<file path="config.mk">
export PLATFORM = sky130hd
export DESIGN_NAME = chip_select_reset_isp_ctrl
export DESIGN_NICKNAME = d
export VERILOG_FILES = /design/src/verilog/isp_ctrl_pkg.sv /design/src/verilog/sync_2ff.sv /design/src/verilog/chip_select_reset_isp_ctrl.sv
export VERILOG_INCLUDE_DIRS = /design/src /design/src/verilog
export SDC_FILE = /design/constraint.sdc
export NUM_CORES = 1
export LEC_CHECK = 0
export BUFFER_PORTS_ARGS = -buffer_cell sky130_fd_sc_hd__buf_2
export CELL_PAD_IN_SITES_DETAIL_PLACEMENT = 1
export CELL_PAD_IN_SITES_GLOBAL_PLACEMENT = 1
export CORE_ASPECT_RATIO = 0.9
export CORE_MARGIN = 1
export CORE_UTILIZATION = 42
export CTS_CLUSTER_DIAMETER = 200
export DETAILED_ROUTE_END_ITERATION = 16
export HOLD_SLACK_MARGIN = 0.06
export PLACE_DENSITY_LB_ADDON = 0.1
export SLEW_MARGIN = 5
export SYNTH_ARGS = -nofsm -noshare
export SYNTH_HDL_FRONTEND = slang
export SYNTH_SLANG_ARGS = --single-unit
</file>
<file path="constraint.sdc">
create_clock -name i_clk -period 7.1 [get_ports i_clk]
set_clock_uncertainty 0.15 [all_clocks]
set_input_delay 1.42 -clock i_clk [delete_from_list [all_inputs] [get_ports i_clk]]
set_output_delay 1.42 -clock i_clk [all_outputs]
set_load 0.05 [all_outputs]
</file>
<file path="src/verilog/isp_ctrl_regs.svh">
// register offsets, field positions, reset values and timing counts
// assumes inclusion by bare name from the control block sources
`ifndef ISP_CTRL_REGS_SVH
`define ISP_CTRL_REGS_SVH

// register byte addresses on the apb bus
`define OFS_PLD_CLOCK_GATE 8'h00
`define OFS_PLD_CONTROL_INPUT_GATE 8'h04
`define OFS_ISP_CONTROL 8'h08
`define OFS_BLOCK_STATUS 8'h0C

// reset values and writable masks
`define RST_GATE 8'h00
`define MASK_PLD_CLOCK_GATE 8'h30
`define MASK_PLD_CONTROL_INPUT_GATE 8'h7C

// pld_clock_gate fields
`define BIT_CLK_ARRAY_OFF 4
`define BIT_CLK_MCELL_OFF 5
// pld_control_input_gate: first of five consecutive blocking bits
`define BIT_CTL_FIRST 2

// isp_control fields
`define BIT_HOST_ISP_ENABLE 0
`define BIT_EXT_PUSH_PULL 1

// port c positions of the programming signals
`define PC_TMS 0
`define PC_TCK 1
`define PC_STATUS 3
`define PC_ERROR 4
`define PC_TDI 5
`define PC_TDO 6
`define PC_CTL_BIT7 7

// timing
`define CLK_PERIOD_NS 50
`define OPR_TIME_NS 200
`define OPR_CYCLES ((`OPR_TIME_NS + `CLK_PERIOD_NS - 1) / `CLK_PERIOD_NS)
`define CFG_LOAD_CYCLES 16

// instruction codes, arbitrary values
`define IR_BYPASS 8'hFF
`define IR_ISP_ENABLE 8'hA5
`define IR_ISP_ENABLE_EXT 8'hA6
`define IR_CAPTURE 8'h01

`endif

</file>
<file path="src/verilog/isp_ctrl_pkg.sv">
// types shared by the chip select, reset and programming control block
// assumes nothing beyond a systemverilog compiler
package isp_ctrl_pkg;

   typedef enum logic [3:0]
   {
      TAP_EXIT2_DR = 4'h0,
      TAP_EXIT1_DR = 4'h1,
      TAP_SHIFT_DR = 4'h2,
      TAP_PAUSE_DR = 4'h3,
      TAP_SEL_IR = 4'h4,
      TAP_UPDATE_DR = 4'h5,
      TAP_CAPTURE_DR = 4'h6,
      TAP_SEL_DR = 4'h7,
      TAP_EXIT2_IR = 4'h8,
      TAP_EXIT1_IR = 4'h9,
      TAP_SHIFT_IR = 4'hA,
      TAP_PAUSE_IR = 4'hB,
      TAP_IDLE = 4'hC,
      TAP_UPDATE_IR = 4'hD,
      TAP_CAPTURE_IR = 4'hE,
      TAP_RESET = 4'hF
   } tap_state_t;

endpackage

</file>
<file path="src/verilog/sync_2ff.sv">
// two-flop synchroniser for a bundle of independent level inputs
// assumes each bit is a slow level or a clock far below i_clk
`timescale 1ns/100ps
module sync_2ff #(
   parameter int WIDTH = 1
)
(
   // clock and reset
   input wire logic i_clk,
   input wire logic i_rst_n,
   // data
   input wire logic [WIDTH-1:0] i_async,
   output logic [WIDTH-1:0] o_sync
);

   logic [WIDTH-1:0] meta;

   always_ff @(posedge i_clk or negedge i_rst_n)
   begin
      if (!i_rst_n)
      begin
         meta <= '0;
         o_sync <= '0;
      end
      else
      begin
         meta <= i_async;
         o_sync <= meta;
      end
   end

endmodule

</file>
<file path="src/verilog/chip_select_reset_isp_ctrl.sv">
// chip select, power gating, reset sequencing and programming pin control
// assumes an apb master on i_clk and pins arriving asynchronously
//
// The address map and register access over APB were left to the implementer.
`timescale 1ns/100ps
`include "isp_ctrl_regs.svh"

// What this block does
// - chip select low enables flash and io
// - chip select high disables flash, saves power
// - clock gate bits block pld clock
// - bits two to six block control inputs
// - host strobes always reach flash array
// - extra ready delay before memory access
// - flash returns to read-array at power-up
// - short warm reset, same ready delay
// - macrocells cleared only by power-on reset
// - pld outputs valid through warm reset
// - programming enable ors three sources
// - tdo driven only after enabling command
// - pld input reclaims programming pins anytime
// - host enable bit cleared by reset
// - no boundary scan, stays in bypass
// - port c default programming pin map
// - status and error pins enabled together
// - error pin low on flash failure
// - status pin high in read mode
// - status pins open-drain by default
// - gating registers cleared only at power-up
module chip_select_reset_isp_ctrl
   import isp_ctrl_pkg::*;
#(
   parameter int IR_WIDTH = 8
)
(
   // clock and resets
   input wire logic i_clk,
   input wire logic i_rst_n,
   input wire logic i_por_n,
   // apb slave
   input wire logic i_psel,
   input wire logic i_penable,
   input wire logic i_pwrite,
   input wire logic [7:0] i_paddr,
   input wire logic [31:0] i_pwdata,
   output logic [31:0] o_prdata,
   output logic o_pready,
   output logic o_pslverr,
   // pins
   input wire logic i_chip_select_n,
   input wire logic i_pld_clock_input,
   input wire logic i_host_write_strobe_n,
   input wire logic i_host_read_strobe_n,
   input wire logic i_control_strobe_two,
   input wire logic i_port_d_bit0_pin,
   input wire logic i_pld_isp_request,
   input wire logic [7:0] i_port_c_in,
   output logic [7:0] o_port_c_out,
   output logic [7:0] o_port_c_oe,
   // port c general io from port logic
   input wire logic [7:0] i_gpio_out,
   input wire logic [7:0] i_gpio_oe,
   // configuration and flash state
   input wire logic i_pin_cfg_isp,
   input wire logic i_flash_busy,
   input wire logic i_flash_error,
   // flash and pld side
   output logic o_flash_io_enable,
   output logic o_reduced_power,
   output logic o_flash_write_strobe_n,
   output logic o_flash_read_strobe_n,
   output logic o_flash_read_array,
   output logic o_pld_and_clock,
   output logic o_pld_mcell_clock,
   output logic [4:0] o_pld_ctl_inputs,
   output logic o_pld_out_valid,
   output logic o_macrocell_clear,
   output logic o_isp_active
);

   localparam int SYNC_W = 10;
   localparam int OPR_M1 = `OPR_CYCLES - 1;

   logic rst_any_n;
   logic [SYNC_W-1:0] sync_q;
   logic cs_n_s, clk_s, wr_s, rd_s, control_strobe_two_s, pd0_s, pc7_s, pld_req_s, tck_s, tms_s, tdi_s;
   logic tck_d, tck_rise, tck_fall;
   logic [7:0] pld_clock_gate, pld_control_input_gate, isp_control;
   logic ready, cfg_loaded, jtag_on, tdo_enabled, ext_enabled, ext_active;
   logic [7:0] opr_cnt, cfg_cnt;
   tap_state_t tap, next_tap;
   logic [IR_WIDTH-1:0] ir, ir_shift;
   logic bypass_bit, tdo_val;
   logic [7:0] rd_mux;
   logic bus_setup, bus_write;

   assign rst_any_n = i_rst_n & i_por_n;

   // tck sampled by i_clk, so pins see two flops before use
   sync_2ff #(.WIDTH(SYNC_W)) u_sync
   (
      .i_clk(i_clk),
      .i_rst_n(rst_any_n),
      .i_async({i_port_c_in[`PC_TDI], i_port_c_in[`PC_TMS], i_port_c_in[`PC_TCK],
                i_pld_isp_request, i_port_c_in[`PC_CTL_BIT7], i_port_d_bit0_pin,
                i_control_strobe_two, i_host_read_strobe_n, i_host_write_strobe_n,
                i_pld_clock_input}),
      .o_sync(sync_q)
   );

   assign {tdi_s, tms_s, tck_s, pld_req_s, pc7_s, pd0_s, control_strobe_two_s, rd_s, wr_s, clk_s} = sync_q;

   // chip select keeps its own pair so its idle level is deselected
   logic cs_meta;
   always_ff @(posedge i_clk or negedge rst_any_n)
   begin
      if (!rst_any_n)
      begin
         cs_meta <= 1'b1;
         cs_n_s <= 1'b1;
      end
      else
      begin
         cs_meta <= i_chip_select_n;
         cs_n_s <= cs_meta;
      end
   end

   // ---------- apb slave ----------
   assign bus_setup = i_psel & ~i_penable & ~o_pready;
   assign bus_write = i_psel & i_penable & o_pready & i_pwrite;

   always_comb
   begin
      rd_mux = 8'h00;
      if (i_paddr == `OFS_PLD_CLOCK_GATE)
         rd_mux = pld_clock_gate;
      else if (i_paddr == `OFS_PLD_CONTROL_INPUT_GATE)
         rd_mux = pld_control_input_gate;
      else if (i_paddr == `OFS_ISP_CONTROL)
         rd_mux = isp_control;
      else if (i_paddr == `OFS_BLOCK_STATUS)
         rd_mux = {2'b00, ~cs_n_s, cfg_loaded, ext_enabled, tdo_enabled, jtag_on, ready};
   end

   always_ff @(posedge i_clk or negedge rst_any_n)
   begin
      if (!rst_any_n)
      begin
         o_pready <= 1'b0;
         o_prdata <= 32'h0000_0000;
         o_pslverr <= 1'b0;
      end
      else
      begin
         o_pready <= bus_setup;
         if (bus_setup)
         begin
            o_prdata <= {24'h00_0000, rd_mux};
            o_pslverr <= (i_paddr != `OFS_PLD_CLOCK_GATE) &&
                         (i_paddr != `OFS_PLD_CONTROL_INPUT_GATE) &&
                         (i_paddr != `OFS_ISP_CONTROL) &&
                         (i_paddr != `OFS_BLOCK_STATUS);
         end
      end
   end

   // gating registers survive warm reset
   always_ff @(posedge i_clk or negedge i_por_n)
   begin
      if (!i_por_n)
      begin
         pld_clock_gate <= `RST_GATE;
         pld_control_input_gate <= `RST_GATE;
      end
      else if (bus_write && i_paddr == `OFS_PLD_CLOCK_GATE)
         pld_clock_gate <= i_pwdata[7:0] & `MASK_PLD_CLOCK_GATE;
      else if (bus_write && i_paddr == `OFS_PLD_CONTROL_INPUT_GATE)
         pld_control_input_gate <= i_pwdata[7:0] & `MASK_PLD_CONTROL_INPUT_GATE;
   end

   // host enable bit and drive mode, cleared by any reset
   always_ff @(posedge i_clk or negedge rst_any_n)
   begin
      if (!rst_any_n)
         isp_control <= 8'h00;
      else if (bus_write && i_paddr == `OFS_ISP_CONTROL)
         isp_control <= {6'h00, i_pwdata[1:0]};
   end

   // ---------- reset sequencing ----------
   always_ff @(posedge i_clk or negedge rst_any_n)
   begin
      if (!rst_any_n)
      begin
         opr_cnt <= 8'h00;
         ready <= 1'b0;
      end
      else if (!ready)
      begin
         opr_cnt <= opr_cnt + 8'h01;
         if (opr_cnt == 8'(OPR_M1))
            ready <= 1'b1;
      end
   end

   // configuration load runs only after power-on reset
   always_ff @(posedge i_clk or negedge i_por_n)
   begin
      if (!i_por_n)
      begin
         cfg_cnt <= 8'h00;
         cfg_loaded <= 1'b0;
      end
      else if (!cfg_loaded)
      begin
         cfg_cnt <= cfg_cnt + 8'h01;
         if (cfg_cnt == 8'(`CFG_LOAD_CYCLES - 1))
            cfg_loaded <= 1'b1;
      end
   end

   always_ff @(posedge i_clk or negedge i_por_n)
   begin
      if (!i_por_n)
      begin
         o_pld_out_valid <= 1'b0;
         o_macrocell_clear <= 1'b1;
         o_flash_read_array <= 1'b1;
      end
      else
      begin
         o_pld_out_valid <= cfg_loaded;
         o_macrocell_clear <= ~cfg_loaded;
         o_flash_read_array <= ~cfg_loaded;
      end
   end

   // ---------- chip select and gating ----------
   always_ff @(posedge i_clk or negedge rst_any_n)
   begin
      if (!rst_any_n)
      begin
         o_flash_io_enable <= 1'b0;
         o_reduced_power <= 1'b1;
         o_flash_write_strobe_n <= 1'b1;
         o_flash_read_strobe_n <= 1'b1;
      end
      else
      begin
         o_flash_io_enable <= ~cs_n_s & ready;
         o_reduced_power <= cs_n_s;
         o_flash_write_strobe_n <= wr_s;
         o_flash_read_strobe_n <= rd_s;
      end
   end

   // pld inputs keep running regardless of chip select
   always_ff @(posedge i_clk or negedge rst_any_n)
   begin
      if (!rst_any_n)
      begin
         o_pld_and_clock <= 1'b0;
         o_pld_mcell_clock <= 1'b0;
         o_pld_ctl_inputs <= 5'h00;
      end
      else
      begin
         o_pld_and_clock <= clk_s & ~pld_clock_gate[`BIT_CLK_ARRAY_OFF];
         o_pld_mcell_clock <= clk_s & ~pld_clock_gate[`BIT_CLK_MCELL_OFF];
         o_pld_ctl_inputs <= {pc7_s, pd0_s, control_strobe_two_s, ~rd_s, ~wr_s} &
                             ~pld_control_input_gate[`BIT_CTL_FIRST +: 5];
      end
   end

   // ---------- programming port ----------
   assign jtag_on = i_pin_cfg_isp | pld_req_s | isp_control[`BIT_HOST_ISP_ENABLE];
   assign ext_active = jtag_on & ext_enabled;

   always_ff @(posedge i_clk or negedge rst_any_n)
   begin
      if (!rst_any_n)
         tck_d <= 1'b0;
      else
         tck_d <= tck_s;
   end

   assign tck_rise = jtag_on & tck_s & ~tck_d;
   assign tck_fall = jtag_on & ~tck_s & tck_d;

   always_comb
   begin
      next_tap = tap;
      case (tap)
         TAP_RESET: next_tap = tms_s ? TAP_RESET : TAP_IDLE;
         TAP_IDLE: next_tap = tms_s ? TAP_SEL_DR : TAP_IDLE;
         TAP_SEL_DR: next_tap = tms_s ? TAP_SEL_IR : TAP_CAPTURE_DR;
         TAP_CAPTURE_DR: next_tap = tms_s ? TAP_EXIT1_DR : TAP_SHIFT_DR;
         TAP_SHIFT_DR: next_tap = tms_s ? TAP_EXIT1_DR : TAP_SHIFT_DR;
         TAP_EXIT1_DR: next_tap = tms_s ? TAP_UPDATE_DR : TAP_PAUSE_DR;
         TAP_PAUSE_DR: next_tap = tms_s ? TAP_EXIT2_DR : TAP_PAUSE_DR;
         TAP_EXIT2_DR: next_tap = tms_s ? TAP_UPDATE_DR : TAP_SHIFT_DR;
         TAP_UPDATE_DR: next_tap = tms_s ? TAP_SEL_DR : TAP_IDLE;
         TAP_SEL_IR: next_tap = tms_s ? TAP_RESET : TAP_CAPTURE_IR;
         TAP_CAPTURE_IR: next_tap = tms_s ? TAP_EXIT1_IR : TAP_SHIFT_IR;
         TAP_SHIFT_IR: next_tap = tms_s ? TAP_EXIT1_IR : TAP_SHIFT_IR;
         TAP_EXIT1_IR: next_tap = tms_s ? TAP_UPDATE_IR : TAP_PAUSE_IR;
         TAP_PAUSE_IR: next_tap = tms_s ? TAP_EXIT2_IR : TAP_PAUSE_IR;
         TAP_EXIT2_IR: next_tap = tms_s ? TAP_UPDATE_IR : TAP_SHIFT_IR;
         TAP_UPDATE_IR: next_tap = tms_s ? TAP_SEL_DR : TAP_IDLE;
         default: next_tap = TAP_RESET;
      endcase
   end

   // controller state and registers move on tck rising edges
   always_ff @(posedge i_clk or negedge rst_any_n)
   begin
      if (!rst_any_n)
      begin
         tap <= TAP_RESET;
         ir <= `IR_BYPASS;
         ir_shift <= `IR_BYPASS;
         bypass_bit <= 1'b0;
      end
      else if (!jtag_on)
      begin
         tap <= TAP_RESET;
         ir <= `IR_BYPASS;
      end
      else if (tck_rise)
      begin
         tap <= next_tap;
         if (tap == TAP_RESET)
            ir <= `IR_BYPASS;
         if (tap == TAP_CAPTURE_IR)
            ir_shift <= `IR_CAPTURE;
         else if (tap == TAP_SHIFT_IR)
            ir_shift <= {tdi_s, ir_shift[IR_WIDTH-1:1]};
         if (tap == TAP_UPDATE_IR)
            ir <= ir_shift;
         // every instruction selects the one-bit bypass path
         if (tap == TAP_CAPTURE_DR)
            bypass_bit <= 1'b0;
         else if (tap == TAP_SHIFT_DR)
            bypass_bit <= tdi_s;
      end
   end

   // enabling command, optionally with the extension pair
   always_ff @(posedge i_clk or negedge rst_any_n)
   begin
      if (!rst_any_n)
      begin
         tdo_enabled <= 1'b0;
         ext_enabled <= 1'b0;
      end
      else if (!jtag_on)
      begin
         tdo_enabled <= 1'b0;
         ext_enabled <= 1'b0;
      end
      else if (tck_rise && tap == TAP_UPDATE_IR)
      begin
         if (ir_shift == `IR_ISP_ENABLE)
            tdo_enabled <= 1'b1;
         else if (ir_shift == `IR_ISP_ENABLE_EXT)
         begin
            tdo_enabled <= 1'b1;
            ext_enabled <= 1'b1;
         end
      end
   end

   // tdo changes on tck falling edge
   always_ff @(posedge i_clk or negedge rst_any_n)
   begin
      if (!rst_any_n)
         tdo_val <= 1'b0;
      else if (tck_fall)
         tdo_val <= (tap == TAP_SHIFT_IR) ? ir_shift[0] : bypass_bit;
   end

   // port c pin drive: programming map overrides general io
   always_ff @(posedge i_clk or negedge rst_any_n)
   begin
      if (!rst_any_n)
      begin
         o_port_c_out <= 8'h00;
         o_port_c_oe <= 8'h00;
         o_isp_active <= 1'b0;
      end
      else
      begin
         o_isp_active <= jtag_on;
         o_port_c_out <= i_gpio_out;
         o_port_c_oe <= i_gpio_oe;
         if (jtag_on)
         begin
            o_port_c_oe[`PC_TMS] <= 1'b0;
            o_port_c_oe[`PC_TCK] <= 1'b0;
            o_port_c_oe[`PC_TDI] <= 1'b0;
            o_port_c_out[`PC_TDO] <= tdo_val;
            o_port_c_oe[`PC_TDO] <= tdo_enabled &&
                                    (tap == TAP_SHIFT_DR || tap == TAP_SHIFT_IR);
         end
         if (ext_active)
         begin
            if (isp_control[`BIT_EXT_PUSH_PULL])
            begin
               o_port_c_out[`PC_STATUS] <= ~i_flash_busy;
               o_port_c_oe[`PC_STATUS] <= 1'b1;
               o_port_c_out[`PC_ERROR] <= ~i_flash_error;
               o_port_c_oe[`PC_ERROR] <= 1'b1;
            end
            else
            begin
               o_port_c_out[`PC_STATUS] <= 1'b0;
               o_port_c_oe[`PC_STATUS] <= i_flash_busy;
               o_port_c_out[`PC_ERROR] <= 1'b0;
               o_port_c_oe[`PC_ERROR] <= i_flash_error;
            end
         end
      end
   end
endmodule

</file>
==> results of run 1 <==
## registers in the layout (all words and copies together), names as in the netlist, 2 cells and up
name	cells
cfg_cnt	8
ir_shift	8
isp_control	2
o_pld_ctl_inputs	5
o_port_c_oe	8
o_port_c_out	8
o_prdata	7
opr_cnt	8
pld_clock_gate	2
pld_control_input_gate	5
tap	4
u_sync.meta	10
u_sync.o_sync	10
## worst min-delay path by stage
stage                             endpoint  slack (ns)  cells after the start
after detailed placement  u_sync.o_sync[1]        0.19                      0
after global routing                cs_n_s        0.22                      0
final                     u_sync.o_sync[4]        0.21                      0
after CTS                 u_sync.o_sync[4]        0.21                      0
after global placement    u_sync.o_sync[8]        0.18                      0
after floorplan           u_sync.o_sync[0]        0.18                      0
## layout by cell type (no fill, tap or decap), types with 10 or more instances in the layout
| master | synthesis | layout |
|---|---|---|
| sky130_fd_sc_hd__conb_1 | 1 | 25 |
| sky130_fd_sc_hd__o21ai_0 | 11 | 11 |
| sky130_fd_sc_hd__nor2_1 | 10 | 10 |
| sky130_fd_sc_hd__nor2b_1 | 17 | 17 |
| sky130_fd_sc_hd__dfrtp_1 | 87 | 87 |
| sky130_fd_sc_hd__clkbuf_8 | 0 | 10 |
| sky130_fd_sc_hd__mux2_2 | 19 | 19 |
| sky130_fd_sc_hd__xnor2_1 | 12 | 12 |
| sky130_fd_sc_hd__buf_2 | 3 | 90 |
| sky130_fd_sc_hd__dfstp_2 | 18 | 18 |
| sky130_fd_sc_hd__mux2i_1 | 10 | 10 |
| sky130_fd_sc_hd__nand2_1 | 23 | 23 |
## routing by layer
metal	track usage	vias to the layer above	wire length, um
li1	-	1227	-
met1	0.242	1286	3830
met2	0.275	77	3770
met3	0.0371	8	390
met4	0.0537	0	78
met5	0	-	0
## through the flow
| step | cell area (sq um) | util | instances |
|---|---|---|---|
| floorplan | 4300 | - | 343 |
| CTS | 4880 | 0.503 | 542 |
| finish | 4880 | 0.503 | 542 |
| detailed placement | 4680 | 0.482 | 526 |
| global route | 4880 | 0.503 | 542 |
| global placement | 4680 | 0.482 | 526 |
## report_power, final
| part | switching (mW) | internal [mW] | total [mW] |
|---|---|---|---|
| sequential | 0.0308 | 0.641 | 0.672 |
| clock | 0.198 | 0.175 | 0.373 |
| combinational | 0.111 | 0.0482 | 0.159 |
## area by class of cell
type / instances / area [sq um] / share of cell area
Inverter: 7 / 28.8 / 0.00590
Clock inverter: 5 / 62.6 / 0.0128
Multi-Input combinational cell: 197 / 1380 / 0.283
Sequential cell: 105 / 2650 / 0.543
Tap cell: 126 / 158 / 0.0323
Clock buffer: 11 / 141 / 0.0290
Timing Repair Buffer: 91 / 458 / 0.0938
## kinds of logic after synthesis
family | after synthesis
flip-flops | 105
AND/OR/NAND/NOR | 92
buffers and inverters | 41
AO/OA/AOI/OAI | 34
multiplexers | 29
XOR/XNOR | 15
adder cells (fa/ha/maj) | 2
other | 1
==> results.ini, run 1 <==
[run_status]
outcome = finished clean

[setup_path]
worst_setup_path_start_kind = input pin
r2r-end = bypass_bit
regToRegStartpoint = tap[1]
reg2reg_setup_slack_ns = 5.29
endpoint = u_sync.meta[9]
largest_fanout_on_the_critical_path = 84
path_depth = 3
critical_path_required_ns = 7.28
worstPathCellList = buf_2 -> and2_4 -> buf_4
worst_setup_path_startpoint = i_por_n
cp_top_family = buffers and inverters
endpoint_kind = async pin
cp_data_arrival_time_ns = 2.91
count_of_buffering_cells_on_the_critical_path_with_inverters_included = 2
cp_class = in -> async
critPathSlowestCell = sky130_fd_sc_hd__buf_4
timing.critical_path.slowest_cell_delay_ns = 0.73
ff2ff_path_depth = 3

[timing]
hold_viol = 0
max_freq_mhz = 366
maxSlewViolCount = 0
setup_total_negative_slack_ns = 0
grt_setup_unrepaired = false
period_needed_ns = 2.73
final_hold_slack_ns = 0.207
period_share = 0.384
worst_slew_margin_rel = 0.296
postLayoutSetupSlackWorst_ns = 4.37
setup_viol = 0
tightest_slew_ns = 1.06

[synthesis]
synth-warning-count = 0
syn-cell-area_sq_um = 4210
synthesis.area_per_instance_sq_um = 13.2
post-synth-top-count-cell = sky130_fd_sc_hd__dfrtp_1
yosys.area.top_type_share = 0.518
most_frequent_cells_after_synthesis = sky130_fd_sc_hd__dfrtp_1, sky130_fd_sc_hd__buf_4, sky130_fd_sc_hd__nand2_1
asyncSetResetFlopFracSynth = 1.00
synthMuxAreaShare = 0.0747
synth_area_leaders = sky130_fd_sc_hd__dfrtp_1, sky130_fd_sc_hd__dfstp_2, sky130_fd_sc_hd__mux2_2
synth.lib_cells_used.distinct = 52
synth-simple-area-share = 0.140
synth_top_cell_by_area = sky130_fd_sc_hd__dfrtp_1
xor_xnor_cell_area_share_of_the_yosys_netlist = 0.0312
post_synth_fa_ha_maj_area_fraction = 0.00595
seq_area_frac_synth = 0.630
synthesis.instances = 319
synth-edff-count = 0
synth.ff_latch_count = 105
synth_top_family_by_area = simple AND/OR/NAND/NOR gates
postSynth.topFlopCell = sky130_fd_sc_hd__dfrtp_1
synth-compound-area-share = 0.0544

[placed_design]
numPortBuffers = 90
gp_routability_congestion = 0.760
place_worst_setup_slack_ns = 3.87
detailedPlacementHpwl_um = 5810

[pwr]
report.power.total_mw = 1.20
power_leakage_nw = 2.38
power.density_cell_area_nw_per_um2 = 247
ir_drop_worst_vdd_uv = 115

[routing]
drcViolationCount = 0
detail_route.iter0.violations = 53
dr_total_vias = 2598
detail-route-antenna-nets = 0
post_dr_vias_cell = 4.79
totalWireLength_um = 8070
routed_wire_length_per_instance_um = 14.9
detailedRoute.firstPassIterationCount = 6

[floorplanning]
top_level_ports = 145
dieWidth_um = 107
start_util = 0.434
die_area_sq_um = 10400
dieHeight_um = 96.9
floorplan.rows = 34
placeableCoreArea_sq_um = 9700

[worst_hold_path]
hold_path_startpoint = u_sync.meta[4]
worst_hold_path_type = reg -> reg

[clock_tree]
clock_tree.buffer_depth = 2
cts_htree_levels = 3
clk_root_buffer_cell = sky130_fd_sc_hd__clkbuf_8
tritoncts_num_sinks = 105
clock_insertion_delay_worst_skew_ns = 0.35
ctsHoldBuffers = 0
postCtsResizedCells = 0
cts_post_setup_buffers_inserted = 0
cts.clk_slew.worst_paths_ns = 0.10
tritoncts = yes
cts_buffers = 9

[grt]
grt_pass1_vias = 2779
maximum_number_of_pins_on_one_net_before_global_route_repair = 85
global_route_wire_length_before_repair_um = 14000
antenna_found_initial = 0
global_route.usage.total = 0.175
gr-total-overflow = 0

[final_layout]
final_layout_size_suffix_gt1_frac = 0.370
antennaDiodeCount = 0
finalNetCount = 493
synthToLayoutAreaGrowth_pct = 16.1
nFillCells = 1061

[flow_run]
maxCapViolCount = 0

Note: power is estimated with default switching activity, not from simulation.
==> run 2, diff against run 1 <==
CORE_UTILIZATION = 35   (was 42)
clock period = 2.5 ns   (was 7.1 ns; I/O delays follow)
==> run 2 against run 1 <==
Net effect: flip-flop and latch count unchanged; total power rose to 3.0 times the previous value; combinational power rose to 2.9 times the previous value; sequential share of layout area down 1.9 points.
==> results.ini, run 2 (synthesis results as in run 1) <==
[run_status]
outcome = finished clean

[setup_path]
timing.critical_path.slowest_cell_delay_ns = 0.58
endpoint_kind = register
worst_setup_path_start_kind = register
ff2ff_path_depth = 3
path_depth = 3
regToRegStartpoint = tap[1]
largest_fanout_on_the_critical_path = 7
cp_data_arrival_time_ns = 1.91
worst_setup_path_startpoint = tap[1]
worstPathCellList = nor2b_1 -> nor4b_2 -> mux2_2
cp_top_family = simple AND/OR/NAND/NOR gates
reg2reg_setup_slack_ns = 0.67
critPathSlowestCell = sky130_fd_sc_hd__dfstp_2
cp_class = reg -> reg
r2r-end = bypass_bit
count_of_buffering_cells_on_the_critical_path_with_inverters_included = 0
critical_path_required_ns = 2.58
endpoint = bypass_bit

[final_layout]
layout.core_utilization = 0.437
antennaDiodeCount = 0
most_used_cells_in_the_layout_excluding_fill_and_tap_cells = sky130_fd_sc_hd__buf_2, sky130_fd_sc_hd__dfrtp_1, sky130_fd_sc_hd__conb_1
most_common_library_cell_in_the_layout_ignoring_fill_and_taps = sky130_fd_sc_hd__buf_2
largestRegisters = u_sync.meta x10, u_sync.o_sync x10
finalNetCount = 499
synthToLayoutAreaGrowth_pct = 20.2
final_layout_size_suffix_gt1_frac = 0.372

[floorplanning]
placeableCoreArea_sq_um = 11600
die_area_sq_um = 12500
dieWidth_um = 118
top_level_ports = 145
dieHeight_um = 106
start_util = 0.363
floorplan.rows = 37

[clock_tree]
clock_insertion_delay_worst_skew_ns = 0.35
cts.clk_slew.worst_paths_ns = 0.07
tritoncts = yes
cts_post_setup_buffers_inserted = 0
ctsHoldBuffers = 2
tritoncts_num_sinks = 105
clock_tree.buffer_depth = 2
postCtsResizedCells = 0
cts_htree_levels = 3
cts_buffers = 9
clk_root_buffer_cell = sky130_fd_sc_hd__clkbuf_16

[timing]
max_freq_mhz = 547
period_share = 0.731
hold_viol = 0
maxSlewViolCount = 0
setup_viol = 0
final_hold_slack_ns = 0.0998
setup_total_negative_slack_ns = 0
grt_setup_unrepaired = false
period_needed_ns = 1.83

[routing]
dr_total_vias = 2642
drcViolationCount = 0
detail_route.iter0.violations = 86
totalWireLength_um = 8560
post_dr_vias_cell = 4.57
detail-route-antenna-nets = 0
detailedRoute.firstPassIterationCount = 4
routed_wire_length_per_instance_um = 14.8

[placed_design]
detailedPlacementHpwl_um = 6110
numPortBuffers = 90
gp_routability_congestion = 0.722

[pwr]
power.density_cell_area_nw_per_um2 = 723
switchingPower_mw = 1.01
power.share.clock = 0.350
ir_drop_worst_vdd_uv = 426
power.share.switching = 0.277
power_leakage_nw = 2.45
intPower_mw = 2.64
pwr-share-seq = 0.523
p_comb_frac = 0.127

[flow_run]
maxCapViolCount = 0

[grt]
gr-total-overflow = 0
global_route.usage.total = 0.150
antenna_found_initial = 0
grt_pass1_vias = 2689
maximum_number_of_pins_on_one_net_before_global_route_repair = 39
global_route_wire_length_before_repair_um = 14100

[worst_hold_path]
worst_hold_path_type = in -> reg

run 2: changes by cell type in the layout (fill, tap and decap cells not counted), sizes merged:
cell | previous run | this run
clkinv | 1 | 5
bufinv | 1 | 0
dlygate4sd3 | 0 | 2
inv | 8 | 7
buf | 91 | 95
clkinvlp | 2 | 0
run 2: area by class of cell:
| class | count | area, sq um |
|---|---|---|
| clock buffer | 11 | 233 |
| clock inverter | 5 | 32.5 |
| fill | 1273 | 6520 |
| inverter | 7 | 28.8 |
| multi-input combinational | 197 | 1380 |
| sequential | 105 | 2650 |
| tap | 156 | 195 |
| timing repair buffer | 97 | 533 |
run 2: stage by stage:
step                      instance area, sq um  worst slack, ns  cells  power (mW)
after detailed placement                  4770            0.486    560        2.41
final                                     5050            0.673    578        3.66
after floorplan                           4300            0.487    343        2.29
after global placement                    4770            0.495    560        2.40
after global routing                      5050            0.609    578        3.84
after CTS                                 5050            0.664    578        3.74
run 2: worst min path at each step:
stage,from,depth (start not counted),to,slack [ns]
4_1_cts,i_gpio_out[5],1,o_port_c_out[5],0.08
3_5_place_dp,u_sync.meta[5],0,u_sync.o_sync[5],0.19
2_1_floorplan,i_por_n,0,cfg_cnt[0],0.05
5_1_grt,i_chip_select_n,1,cs_meta,0.08
6_report,i_chip_select_n,1,cs_meta,0.1
3_3_place_gp,u_sync.meta[3],0,u_sync.o_sync[3],0.18
run 2: power groups by stage:
stage          Sequential, mW  Combinational, mW  Clock [mW]
2_1_floorplan            1.99              0.306           0
3_3_place_gp             1.94              0.460           0
3_5_place_dp             1.94              0.468           0
4_1_cts                  1.91              0.473        1.35
5_1_grt                  1.93              0.505        1.41
6_report                 1.91              0.464        1.28
run 2: routing by layer:
layer | vias up | routed length, um | GRT usage
met4 | 0 | 91 | 0.0440
met5 | - | 0 | 0
met2 | 80 | 3930 | 0.230
met1 | 1314 | 4070 | 0.198
met3 | 8 | 469 | 0.0585
li1 | 1240 | - | -
